--- src/design/clm_params.svh ---
// Register offsets, field positions, reset values and timing figures of
// the control lead change monitor.
// Assumes a 32-bit register bus with byte addresses on an 8-bit address.
`ifndef CLM_PARAMS_SVH
`define CLM_PARAMS_SVH

// Register byte offsets.
`define CLM_OFF_CTRL 8'h00
`define CLM_OFF_ROLE 8'h04
`define CLM_OFF_OVS 8'h08
`define CLM_OFF_STAT 8'h0C
`define CLM_OFF_MASK 8'h10
`define CLM_OFF_POLL 8'h14
`define CLM_OFF_RATE 8'h20
`define CLM_OFF_LEAD 8'h40

// Field positions inside the control and role registers.
`define CLM_CTRL_IDX_LSB 0
`define CLM_CTRL_IVL_LSB 8
`define CLM_CTRL_FAST_LSB 16
`define CLM_ROLE_DTE_LSB 0
`define CLM_ROLE_LOOP_LSB 8

// Status bit positions above the per-port change bits.
`define CLM_STAT_BND 8
`define CLM_STAT_ERR 9

// Reset values.
`define CLM_RST_IDX 4'h4
`define CLM_RST_IVL 6'h05
`define CLM_RST_OVS 16'h0010
`define CLM_RST_RATE 8'hC0

// Limits: interval in seconds, rate in units of 100 bit/s.
`define CLM_IVL_MIN 6'h05
`define CLM_IVL_MAX 6'h37
`define CLM_RATE_MAX 8'hC0
`define CLM_IDX_MAX 4'hC

// Lead bit positions inside a port's lead vector.
`define CLM_LEAD_RTS 0
`define CLM_LEAD_DSR 1
`define CLM_LEAD_DCD 2
`define CLM_LEAD_CTS 3
`define CLM_LEAD_DTR 4

// Timing: one second in ms, clock rate in kHz, baud generator step.
`define CLM_SEC_MS 32'h0000_03E8
`define CLM_CLK_KHZ 32'h0003_D090
`define CLM_HZ_PER_KHZ 32'h0000_03E8
`define CLM_BAUD_STEP 28'h000_00C8

`endif

--- src/design/clm_pkg.sv ---
// Types shared by the control lead change monitor modules.
// Assumes the constants of clm_params.svh are included where needed.
package clm_pkg;

   // Register bus answer states, one-hot.
   typedef enum logic [1:0] {
      CLM_BUS_IDLE = 2'b01,
      CLM_BUS_DONE = 2'b10
   } clm_bus_e;

   // Five control leads of one low-speed port.
   typedef logic [4:0] clm_leads_t;

   // Selected lead of one port: valid flag and bit position.
   typedef struct packed {
      logic valid;
      logic [2:0] pos;
   } clm_sel_s;

endpackage : clm_pkg

--- src/design/clm_tmr_if.sv ---
// Interval timer link between the monitor core and its timer.
// Assumes both ends run on the same clock.
`timescale 1ns/1ns
interface clm_tmr_if;
   logic [5:0] interval_s;
   logic restart;
   logic boundary;

   modport ctl (output interval_s, output restart, input boundary);
   modport tmr (input interval_s, input restart, output boundary);
endinterface : clm_tmr_if

--- src/design/clm_interval.sv ---
// Reporting interval timer: one boundary pulse per programmed interval.
// Assumes interval_s is 0 (off) or within the accepted range.
`timescale 1ns/1ns
`include "clm_params.svh"
module clm_interval #(
   parameter int unsigned CYC_PER_SEC = `CLM_SEC_MS * `CLM_CLK_KHZ
) (
   // Clock and reset.
   input wire logic clk_sys,
   input wire logic resetn,
   // Timer link.
   clm_tmr_if.tmr tmr
);

   typedef struct packed {
      logic [27:0] pre;
      logic [5:0] sec;
      logic bnd;
   } clm_tmr_s;

   localparam logic [27:0] PRE_LAST = 28'(CYC_PER_SEC - 1);

   clm_tmr_s st_ff;
   clm_tmr_s nxt_st;

   // Seconds prescaler and interval counter; zero interval stops both.
   always_comb begin
      nxt_st = st_ff;
      nxt_st.bnd = 1'b0;
      if (tmr.restart || tmr.interval_s == 6'h00) begin
         nxt_st.pre = 28'h000_0000;
         nxt_st.sec = 6'h00;
      end else if (st_ff.pre == PRE_LAST) begin
         nxt_st.pre = 28'h000_0000;
         if (st_ff.sec == tmr.interval_s - 6'h01) begin
            nxt_st.sec = 6'h00;
            nxt_st.bnd = 1'b1;
         end else begin
            nxt_st.sec = st_ff.sec + 6'h01;
         end
      end else begin
         nxt_st.pre = st_ff.pre + 28'h000_0001;
      end
   end

   // State register.
   always_ff @(posedge clk_sys or negedge resetn) begin
      if (!resetn) begin
         st_ff <= '0;
      end else begin
         st_ff <= nxt_st;
      end
   end

   assign tmr.boundary = st_ff.bnd;

endmodule : clm_interval

--- src/design/clm_lead_mon.sv ---
// Low-speed serial card port logic with control lead change monitor.
// Assumes an Avalon-MM master on clk_sys and asynchronous port pins.
//
// What this block does
// - Up to eight ports, own role and rate.
// - Port rates never exceed 19.2 kbps.
// - Asynchronous data over-sampled at programmable rate.
// - Normal or looped transmit clocking per port.
// - Fast mode puts RTS/CTS in bit eight.
// - Fast mode only at 19.2 kbps or below.
// - Report lead changes every 5 to 55 seconds.
// - No event for a port without change.
// - Interval zero: changes shown only when polled.
// - Current lead state readable at any time.
// - One monitored lead type for the node.
// - Monitorable leads: RTS, DSR, DCD, CTS, DTR.
// - Per-port lead state bitmap readable by host.
`timescale 1ns/1ns
`include "clm_params.svh"
module clm_lead_mon #(
   parameter int NPORT = 8,
   parameter int unsigned CYC_PER_SEC = `CLM_SEC_MS * `CLM_CLK_KHZ
) (
   // Clock and reset.
   input wire logic clk_sys,
   input wire logic resetn,
   // Avalon-MM register slave.
   input wire logic [7:0] avs_address,
   input wire logic avs_read,
   input wire logic avs_write,
   input wire logic [31:0] avs_writedata,
   input wire logic [3:0] avs_byteenable,
   output logic [31:0] avs_readdata,
   output logic avs_waitrequest,
   // Port pins: five leads per port, receive data, external clock.
   input wire logic [NPORT*5-1:0] lead_pin,
   input wire logic [NPORT-1:0] rx_pin,
   input wire logic [NPORT-1:0] ext_clk_pin,
   // Customer data from the transmit path, one byte per port.
   input wire logic [NPORT*8-1:0] cust_data,
   input wire logic [NPORT-1:0] cust_valid,
   // Bytes towards the cell path, with lead bit in fast mode.
   output logic [NPORT*8-1:0] pkt_data,
   output logic [NPORT-1:0] pkt_valid,
   // Over-sampled receive data and transmit clocks.
   output logic [NPORT-1:0] rx_bit,
   output logic [NPORT-1:0] tx_clk_out,
   // Interrupt.
   output logic irq
);

   localparam logic [27:0] BAUD_MOD = 28'(`CLM_CLK_KHZ * `CLM_HZ_PER_KHZ);
   localparam int SW = 10;

   typedef struct packed {
      clm_pkg::clm_bus_e bus;
      logic wreq;
      logic [31:0] rdata;
      logic irq;
      logic [3:0] idx;
      logic [5:0] ivl;
      logic tmr_rst;
      logic [NPORT-1:0] fast;
      logic [NPORT-1:0] dte;
      logic [NPORT-1:0] loop;
      logic [15:0] ovs;
      logic [15:0] ovs_cnt;
      logic [NPORT-1:0][7:0] rate;
      logic [SW-1:0] stat;
      logic [SW-1:0] mask;
      logic [NPORT-1:0] prev;
      logic [NPORT-1:0] rxs;
      logic [NPORT-1:0][27:0] acc;
      logic [NPORT-1:0] bclk;
      logic [NPORT-1:0] txc;
      logic [NPORT-1:0][7:0] pkt;
      logic [NPORT-1:0] pv;
   } clm_top_s;

   clm_top_s st_ff;
   clm_top_s nxt_st;

   logic [NPORT*5-1:0] lead_lvl;
   logic [NPORT-1:0] rx_lvl;
   logic [NPORT-1:0] ext_lvl;
   clm_tmr_if tmr_link ();

   // Maps the node lead index and a port role to one lead bit.
   function automatic clm_pkg::clm_sel_s lead_sel(input logic [3:0] idx,
                                                  input logic dte);
      clm_pkg::clm_sel_s s;
      s.valid = 1'b0;
      s.pos = 3'h0;
      if (idx == 4'h3) begin
         s.valid = 1'b1;
         s.pos = dte ? 3'(`CLM_LEAD_DSR) : 3'(`CLM_LEAD_DTR);
      end else if (idx == 4'h4) begin
         s.valid = 1'b1;
         s.pos = dte ? 3'(`CLM_LEAD_CTS) : 3'(`CLM_LEAD_RTS);
      end else if (idx == 4'h7 && dte) begin
         s.valid = 1'b1;
         s.pos = 3'(`CLM_LEAD_DCD);
      end
      return s;
   endfunction : lead_sel

   // Merges write data into a register under the byte enables.
   function automatic logic [31:0] be_merge(input logic [31:0] old,
                                            input logic [31:0] wd,
                                            input logic [3:0] be);
      logic [31:0] r;
      r = old;
      for (int b = 0; b < 4; b++) begin
         if (be[b]) begin
            r[b*8 +: 8] = wd[b*8 +: 8];
         end
      end
      return r;
   endfunction : be_merge

   // Synchronisers for every lead, data and clock pin.
   clm_sampler #(.W(NPORT*5)) u_lead_smp (
      .clk_sys(clk_sys),
      .resetn(resetn),
      .pin(lead_pin),
      .level(lead_lvl)
   );

   clm_sampler #(.W(2*NPORT)) u_line_smp (
      .clk_sys(clk_sys),
      .resetn(resetn),
      .pin({ext_clk_pin, rx_pin}),
      .level({ext_lvl, rx_lvl})
   );

   // Reporting interval timer.
   clm_interval #(.CYC_PER_SEC(CYC_PER_SEC)) u_interval (
      .clk_sys(clk_sys),
      .resetn(resetn),
      .tmr(tmr_link.tmr)
   );

   assign tmr_link.interval_s = st_ff.ivl;
   assign tmr_link.restart = st_ff.tmr_rst;

   // Next state of the whole block.
   always_comb begin
      logic done;
      logic [NPORT-1:0] cur;
      logic [NPORT-1:0] sel_ok;
      logic [NPORT-1:0] chg;
      logic [SW-1:0] set;
      logic [SW-1:0] clr;
      logic [31:0] rd;
      logic [31:0] wv;
      logic [27:0] sum;
      logic [7:0] nrate;
      clm_pkg::clm_sel_s sel;
      done = 1'b0;
      cur = '0;
      sel_ok = '0;
      chg = '0;
      set = '0;
      clr = '0;
      rd = 32'h0000_0000;
      wv = 32'h0000_0000;
      sum = 28'h000_0000;
      nrate = 8'h00;
      sel = '0;
      nxt_st = st_ff;
      nxt_st.tmr_rst = 1'b0;

      // One node-wide lead type, resolved per port role.
      for (int p = 0; p < NPORT; p++) begin
         sel = lead_sel(st_ff.idx, st_ff.dte[p]);
         sel_ok[p] = sel.valid;
         cur[p] = sel.valid & lead_lvl[p*5 + int'(sel.pos)];
      end

      // Register read decode.
      if (avs_address == `CLM_OFF_CTRL) begin
         rd[`CLM_CTRL_IDX_LSB +: 4] = st_ff.idx;
         rd[`CLM_CTRL_IVL_LSB +: 6] = st_ff.ivl;
         rd[`CLM_CTRL_FAST_LSB +: NPORT] = st_ff.fast;
      end else if (avs_address == `CLM_OFF_ROLE) begin
         rd[`CLM_ROLE_DTE_LSB +: NPORT] = st_ff.dte;
         rd[`CLM_ROLE_LOOP_LSB +: NPORT] = st_ff.loop;
      end else if (avs_address == `CLM_OFF_OVS) begin
         rd[15:0] = st_ff.ovs;
      end else if (avs_address == `CLM_OFF_STAT) begin
         rd[SW-1:0] = st_ff.stat;
      end else if (avs_address == `CLM_OFF_MASK) begin
         rd[SW-1:0] = st_ff.mask;
      end else if (avs_address == `CLM_OFF_POLL) begin
         rd[NPORT-1:0] = (cur ^ st_ff.prev) & sel_ok;
      end else begin
         for (int p = 0; p < NPORT; p++) begin
            if (avs_address == `CLM_OFF_RATE + 8'(4*p)) begin
               rd[7:0] = st_ff.rate[p];
            end else if (avs_address == `CLM_OFF_LEAD + 8'(4*p)) begin
               rd[4:0] = lead_lvl[p*5 +: 5];
               rd[8] = st_ff.prev[p];
               rd[9] = st_ff.dte[p];
               rd[10] = st_ff.fast[p];
            end
         end
      end

      // Bus answer: one wait cycle, then waitrequest low for one edge.
      case (st_ff.bus)
         clm_pkg::CLM_BUS_IDLE: begin
            if (avs_read || avs_write) begin
               nxt_st.bus = clm_pkg::CLM_BUS_DONE;
               nxt_st.wreq = 1'b0;
               nxt_st.rdata = avs_read ? rd : 32'h0000_0000;
            end
         end
         clm_pkg::CLM_BUS_DONE: begin
            done = 1'b1;
            nxt_st.bus = clm_pkg::CLM_BUS_IDLE;
            nxt_st.wreq = 1'b1;
         end
         default: begin
            nxt_st.bus = clm_pkg::CLM_BUS_IDLE;
            nxt_st.wreq = 1'b1;
         end
      endcase

      // Register writes take effect at the completing edge.
      if (done && avs_write) begin
         if (avs_address == `CLM_OFF_CTRL) begin
            wv = be_merge({8'h00, st_ff.fast, 2'b00, st_ff.ivl, 4'h0,
                           st_ff.idx}, avs_writedata, avs_byteenable);
            if (wv[`CLM_CTRL_IDX_LSB +: 4] <= `CLM_IDX_MAX) begin
               nxt_st.idx = wv[`CLM_CTRL_IDX_LSB +: 4];
            end else begin
               set[`CLM_STAT_ERR] = 1'b1;
            end
            if (wv[`CLM_CTRL_IVL_LSB +: 6] == 6'h00
                || (wv[`CLM_CTRL_IVL_LSB +: 6] >= `CLM_IVL_MIN
                    && wv[`CLM_CTRL_IVL_LSB +: 6] <= `CLM_IVL_MAX)) begin
               nxt_st.ivl = wv[`CLM_CTRL_IVL_LSB +: 6];
            end else begin
               set[`CLM_STAT_ERR] = 1'b1;
            end
            nxt_st.fast = wv[`CLM_CTRL_FAST_LSB +: NPORT];
            nxt_st.tmr_rst = 1'b1;
         end else if (avs_address == `CLM_OFF_ROLE) begin
            wv = be_merge({16'h0000, st_ff.loop, st_ff.dte}, avs_writedata,
                          avs_byteenable);
            nxt_st.dte = wv[`CLM_ROLE_DTE_LSB +: NPORT];
            nxt_st.loop = wv[`CLM_ROLE_LOOP_LSB +: NPORT];
         end else if (avs_address == `CLM_OFF_OVS) begin
            wv = be_merge({16'h0000, st_ff.ovs}, avs_writedata,
                          avs_byteenable);
            nxt_st.ovs = wv[15:0];
         end else if (avs_address == `CLM_OFF_STAT) begin
            clr = avs_byteenable[0] ? avs_writedata[SW-1:0] : '0;
            clr[SW-1:8] = avs_byteenable[1] ? avs_writedata[SW-1:8] : '0;
         end else if (avs_address == `CLM_OFF_MASK) begin
            wv = be_merge({22'h00_0000, st_ff.mask}, avs_writedata,
                          avs_byteenable);
            nxt_st.mask = wv[SW-1:0];
         end else begin
            for (int p = 0; p < NPORT; p++) begin
               if (avs_address == `CLM_OFF_RATE + 8'(4*p)
                   && avs_byteenable[0]) begin
                  nrate = avs_writedata[7:0];
                  if (nrate <= `CLM_RATE_MAX
                      && avs_writedata[31:8] == 24'h00_0000) begin
                     nxt_st.rate[p] = nrate;
                  end else begin
                     set[`CLM_STAT_ERR] = 1'b1;
                  end
               end
            end
         end
      end

      // A completed poll read hands the shown changes over as reported.
      if (done && avs_read && avs_address == `CLM_OFF_POLL) begin
         nxt_st.prev = st_ff.prev ^ st_ff.rdata[NPORT-1:0];
      end

      // Interval boundary: latch lead, compare, flag mismatches and the boundary bit.
      if (tmr_link.boundary) begin
         chg = (cur ^ st_ff.prev) & sel_ok;
         nxt_st.prev = cur;
         set[NPORT-1:0] = chg;
         set[`CLM_STAT_BND] = 1'b1;
      end

      // Sticky status: a set in the clearing cycle wins.
      nxt_st.stat = (st_ff.stat & ~clr) | set;
      nxt_st.irq = |(nxt_st.stat & nxt_st.mask);

      // Over-sampling tick for asynchronous receive data.
      if (st_ff.ovs_cnt + 16'h0001 >= st_ff.ovs) begin
         nxt_st.ovs_cnt = 16'h0000;
         nxt_st.rxs = rx_lvl;
      end else begin
         nxt_st.ovs_cnt = st_ff.ovs_cnt + 16'h0001;
      end

      // Per-port baud generator, clock selection and fast lead bit.
      for (int p = 0; p < NPORT; p++) begin
         sum = st_ff.acc[p] + 28'(st_ff.rate[p]) * `CLM_BAUD_STEP;
         if (sum >= BAUD_MOD) begin
            nxt_st.acc[p] = sum - BAUD_MOD;
            nxt_st.bclk[p] = ~st_ff.bclk[p];
         end else begin
            nxt_st.acc[p] = sum;
         end
         nxt_st.txc[p] = st_ff.loop[p] ? ext_lvl[p] : st_ff.bclk[p];
         nxt_st.pv[p] = cust_valid[p];
         nxt_st.pkt[p] = cust_data[p*8 +: 8];
         if (st_ff.fast[p] && st_ff.rate[p] != 8'h00
             && st_ff.rate[p] <= `CLM_RATE_MAX) begin
            nxt_st.pkt[p][7] = st_ff.dte[p]
               ? lead_lvl[p*5 + `CLM_LEAD_CTS]
               : lead_lvl[p*5 + `CLM_LEAD_RTS];
         end
      end
   end

   // State register.
   always_ff @(posedge clk_sys or negedge resetn) begin
      if (!resetn) begin
         st_ff <= '0;
         st_ff.bus <= clm_pkg::CLM_BUS_IDLE;
         st_ff.wreq <= 1'b1;
         st_ff.idx <= `CLM_RST_IDX;
         st_ff.ivl <= `CLM_RST_IVL;
         st_ff.ovs <= `CLM_RST_OVS;
         st_ff.rate <= {NPORT{`CLM_RST_RATE}};
      end else begin
         st_ff <= nxt_st;
      end
   end

   // Outputs straight from the state register.
   assign avs_readdata = st_ff.rdata;
   assign avs_waitrequest = st_ff.wreq;
   assign irq = st_ff.irq;
   assign pkt_data = st_ff.pkt;
   assign pkt_valid = st_ff.pv;
   assign rx_bit = st_ff.rxs;
   assign tx_clk_out = st_ff.txc;

endmodule : clm_lead_mon

--- src/design/clm_sampler.sv ---
// Pin synchroniser with agreement filter, one bit per lane.
// Assumes its inputs are asynchronous to clk_sys.
`timescale 1ns/1ns
module clm_sampler #(
   parameter int W = 8
) (
   // Clock and reset.
   input wire logic clk_sys,
   input wire logic resetn,
   // Pins in, filtered levels out.
   input wire logic [W-1:0] pin,
   output logic [W-1:0] level
);

   typedef struct packed {
      logic [W-1:0] s1;
      logic [W-1:0] s2;
      logic [W-1:0] s3;
      logic [W-1:0] q;
   } clm_smp_s;

   clm_smp_s st_ff;
   clm_smp_s nxt_st;

   // A change counts only once the second and third stages agree.
   always_comb begin
      nxt_st = st_ff;
      nxt_st.s1 = pin;
      nxt_st.s2 = st_ff.s1;
      nxt_st.s3 = st_ff.s2;
      nxt_st.q = (st_ff.s2 & ~(st_ff.s2 ^ st_ff.s3))
         | (st_ff.q & (st_ff.s2 ^ st_ff.s3));
   end

   // State register.
   always_ff @(posedge clk_sys or negedge resetn) begin
      if (!resetn) begin
         st_ff <= '0;
      end else begin
         st_ff <= nxt_st;
      end
   end

   assign level = st_ff.q;

endmodule : clm_sampler

--- config.mk ---
export PLATFORM = sky130hd
export DESIGN_NAME = clm_lead_mon
export DESIGN_NICKNAME = d
export VERILOG_FILES = /design/src/design/clm_pkg.sv /design/src/design/clm_tmr_if.sv /design/src/design/clm_interval.sv /design/src/design/clm_lead_mon.sv /design/src/design/clm_sampler.sv
export VERILOG_INCLUDE_DIRS = /design/src /design/src/design
export SDC_FILE = /design/constraint.sdc
export NUM_CORES = 2
export LEC_CHECK = 0
export CORE_MARGIN = 2
export CORE_UTILIZATION = 38
export DETAILED_ROUTE_END_ITERATION = 8
export DONT_BUFFER_PORTS = 1
export SLEW_MARGIN = 10
export SYNTH_ARGS = -nofsm -noshare
export SYNTH_HDL_FRONTEND = slang
export SYNTH_SLANG_ARGS = --single-unit
--- constraint.sdc ---
create_clock -name clk_sys -period 5.4 [get_ports clk_sys]
set_input_delay 1.35 -clock clk_sys [delete_from_list [all_inputs] [get_ports clk_sys]]
set_output_delay 1.35 -clock clk_sys [all_outputs]
set_load 0.01 [all_outputs]
==> out/qor.yml <==
cts_made_buffers: 88
postLayoutCellArea_um2: 58040
synthSimpleGateAreaFrac: 0.1235
syn_avg_cell_area_um2: 10.35
timing.rr.start: "st_ff[407]"
outcome: "finished, violations left"
r2r_slack_ns: -0.17
p_total_mw: 12.82
fin_util: 0.4857
die_x_um: 350.6
rr_endpoint: "st_ff[305]"
synth_mux_area_frac: 0.05555
synth_xor_area_frac: 0.08134
setup_slack_ns: -0.1741
core_um2: 119500
layout_min_cycle_time_ns: 5.574
vias_per_cell: 5.366
violations: "setup timing"
nNetsFinal: 5552
clock_path_buffers: 3
synth.distinct_cells: 111
synth_edf_count: 0
totalWireLength_mm: 128.8
timing.hold.ws_ns: 0.3370
ys_top_cells_by_area: "dfrtp_1 (39%), ha_1 (11%), xnor2_1 (5.3%)"
final_cells: 6620
cp.required_ns: 5.95
peakVddDrop_uv: 256.7
cap_viol_max_count: 0
wire_per_inst_um: 19.46
synth-seq-cells: 741
syn_inst: 4411
synth_compound_area_frac: 0.1440
vias: 35520
synth_top_cell_by_area: "dfrtp_1"
p_leak_nw: 26.54
ys_warn_count: 0
root_buffer: "clkbuf_16"
power_density_nw_per_um2: 220.9
port_buffers: 0
die_h_um: 350.6
first_global_vias: 35170
tritoncts: "built"
grt_pass1_wl_mm: 196.2
cp_max_fo: 6
drt-initial-drc-count: 2278
grt_max_degree: 225
finalClockSkew_ns: 0.06261
h-tree-depth: 3
pre_cts_ws_ns: -0.4912
antenna_found_initial: 12
min-delay-path-class: "in2async"
drcViolationCount: 0
period_share: 1.032
nFillCells: 10850
synthArstFlopShare: 1.000
synth_top_family_by_area: "compound AO/OA/AOI/OAI gates"
hpwl_mm: 92.26
gr-total-overflow: 0
synth_fa_ha_area_frac: 0.1392
rows: 127
grt_usage: 0.2028
max_stage_delay_ns: 0.41
setup_violations: 46
firstDrtPassIters: 5
initial_utilization: 0.3821
worstSetupStartpoint: "st_ff[407]"
worstSkewPairLatency_ns: 0.73
synth_ff_type: "dfrtp_1"
die-area_um2: 122900
syn_to_final_growth_pct: 27.12
cts_sinks: 741
grt_setup_unrepaired: "true"
crit_end: "st_ff[305]"
worstMarginPinSlew_ns: 1.278
arrival_ns: 6.13
drive_gt1_frac: 0.3020
path_class: "reg2reg"
endpoint_kind: "flop"
dpl.cell_count: 6327
hold_viol_final: 0
synth_seq_area_share: 0.4067
ios: 298
finalWeightedCongestion: 0.9938
relSlewSlack: 0.1479
cp_slowest_cell: "fa_1"
cp-start-kind: "flop"
ff2ff_path_depth: 28
setup_tns_ns: -4.519
clkTransAtPathRegs_ns: 0.06
fmax_ghz: 0.1794
finalMaxSlewViolations: 0
ant_nets: 0
synth_top_area_frac: 0.3946
synth_area_um2: 45660
placed_area_um2: 50480
## synthesized netlist by cell type (36+ instances only)
master	instances
xor2_1	150
nand2b_1	40
dfrtp_1	720
nor2b_1	46
nand3_1	110
and3_1	67
mux2_2	125
nand2_1	275
nand4_1	36
o21a_1	44
clkbuf_1	88
inv_1	242
nor2_1	247
mux2i_1	46
o21ai_0	179
and2_1	47
o211ai_1	37
xnor2_1	274
a21oi_1	212
a211oi_1	41
maj3_1	56
a21o_1	69
ha_1	412
buf_4	122
nor3_1	55
## repair_timing
action | in CTS | in global routing
gates resized for setup | 249 | 427
hold buffers | 0 | 0
gates cloned | 2 | 1
pin swaps | 152 | 320
endpoints found under the setup margin | 160 | 176
buffers inserted | 76 | 60
## worst min path at each step
stage / cells after the start / start / slack [ns] / endpoint
detailed placement: 0 / u_lead_smp.nxt_st[95] / 0.33 / u_lead_smp.nxt_st[55]
global route: 0 / resetn / 0.31 / pkt_data[15]
CTS: 0 / resetn / 0.27 / pkt_data[15]
floorplan: 0 / u_lead_smp.nxt_st[80] / 0.33 / u_lead_smp.nxt_st[40]
finish: 0 / resetn / 0.34 / pkt_data[15]
global placement: 0 / u_lead_smp.nxt_st[103] / 0.33 / u_lead_smp.nxt_st[63]
## flip-flops by register name, indices dropped and copies added (netlist names), named ones only
register	count
u_lead_smp.st_ff	40
st_ff	362
tmr_link.interval_s	6
pkt_valid	8
u_interval.st_ff	34
u_interval.tmr.boundary	1
pkt_data	64
tx_clk_out	8
u_lead_smp.nxt_st	80
rx_bit	8
u_line_smp.nxt_st	32
irq	1
tmr_link.restart	1
u_line_smp.st_ff	16
avs_readdata	24
## cell families (layout without fill, tap and decap cells)
family | count (synthesis) | after routing
AND/OR/NAND/NOR | 1110 | 1110
AO/OA/AOI/OAI | 963 | 964
flip-flops | 741 | 741
adder cells (fa/ha/maj) | 500 | 500
buffers and inverters | 469 | 1057
XOR/XNOR | 424 | 424
multiplexers | 203 | 203
other | 1 | 9
## critical path: cells and delay by family, from the launching register on
family                     cells  cell delay, ns
AOI/OAI and AO/OA              9            1.70
xor gates and xnor gates       2            0.26
buffers and inverters          9            1.20
and+or+nand+nor                3            0.35
adders and majority gates      5            1.52
DFF                            1            0.40
## where the power goes
| part | total (mW) | switching (mW) | internal, mW |
|---|---|---|---|
| Combinational | 0.428 | 0.275 | 0.153 |
| Clock | 6.45 | 2.63 | 3.82 |
| Sequential | 5.94 | 0.209 | 5.74 |
## cells in the final DEF (no fill, tap or decap), types with 137 or more instances in the layout
cell type	netlist	layout
ha_1	412	320
a21oi_1	212	150
buf_4	122	557
xor2_1	150	144
nor2_1	247	217
dfrtp_1	720	709
nand2_1	275	250
o21ai_0	179	137
inv_1	242	212
xnor2_1	274	252
## cell type report
class | count | area [µm²] | area share
Sequential cell | 741 | 18580 | 0.3202
Tap cell | 1612 | 2017 | 0.03475
Timing Repair Buffer | 650 | 5348 | 0.09214
Antenna cell | 1 | 2.502 | 0.00004312
Inverter | 242 | 918.4 | 0.01582
Clock buffer | 119 | 2530 | 0.04359
Multi-Input combinational cell | 3209 | 27980 | 0.4821
Clock inverter | 46 | 660.6 | 0.01138
## per-layer routing
layer,track usage,up-vias,part of all wire
met4,0.08452,14,0.041
met1,0.2635,17500,0.42
met2,0.3271,979,0.47
met3,0.04353,278,0.065
met5,0,-,0.00071
li1,-,16750,-
Note: power is estimated with default switching activity, not from simulation.
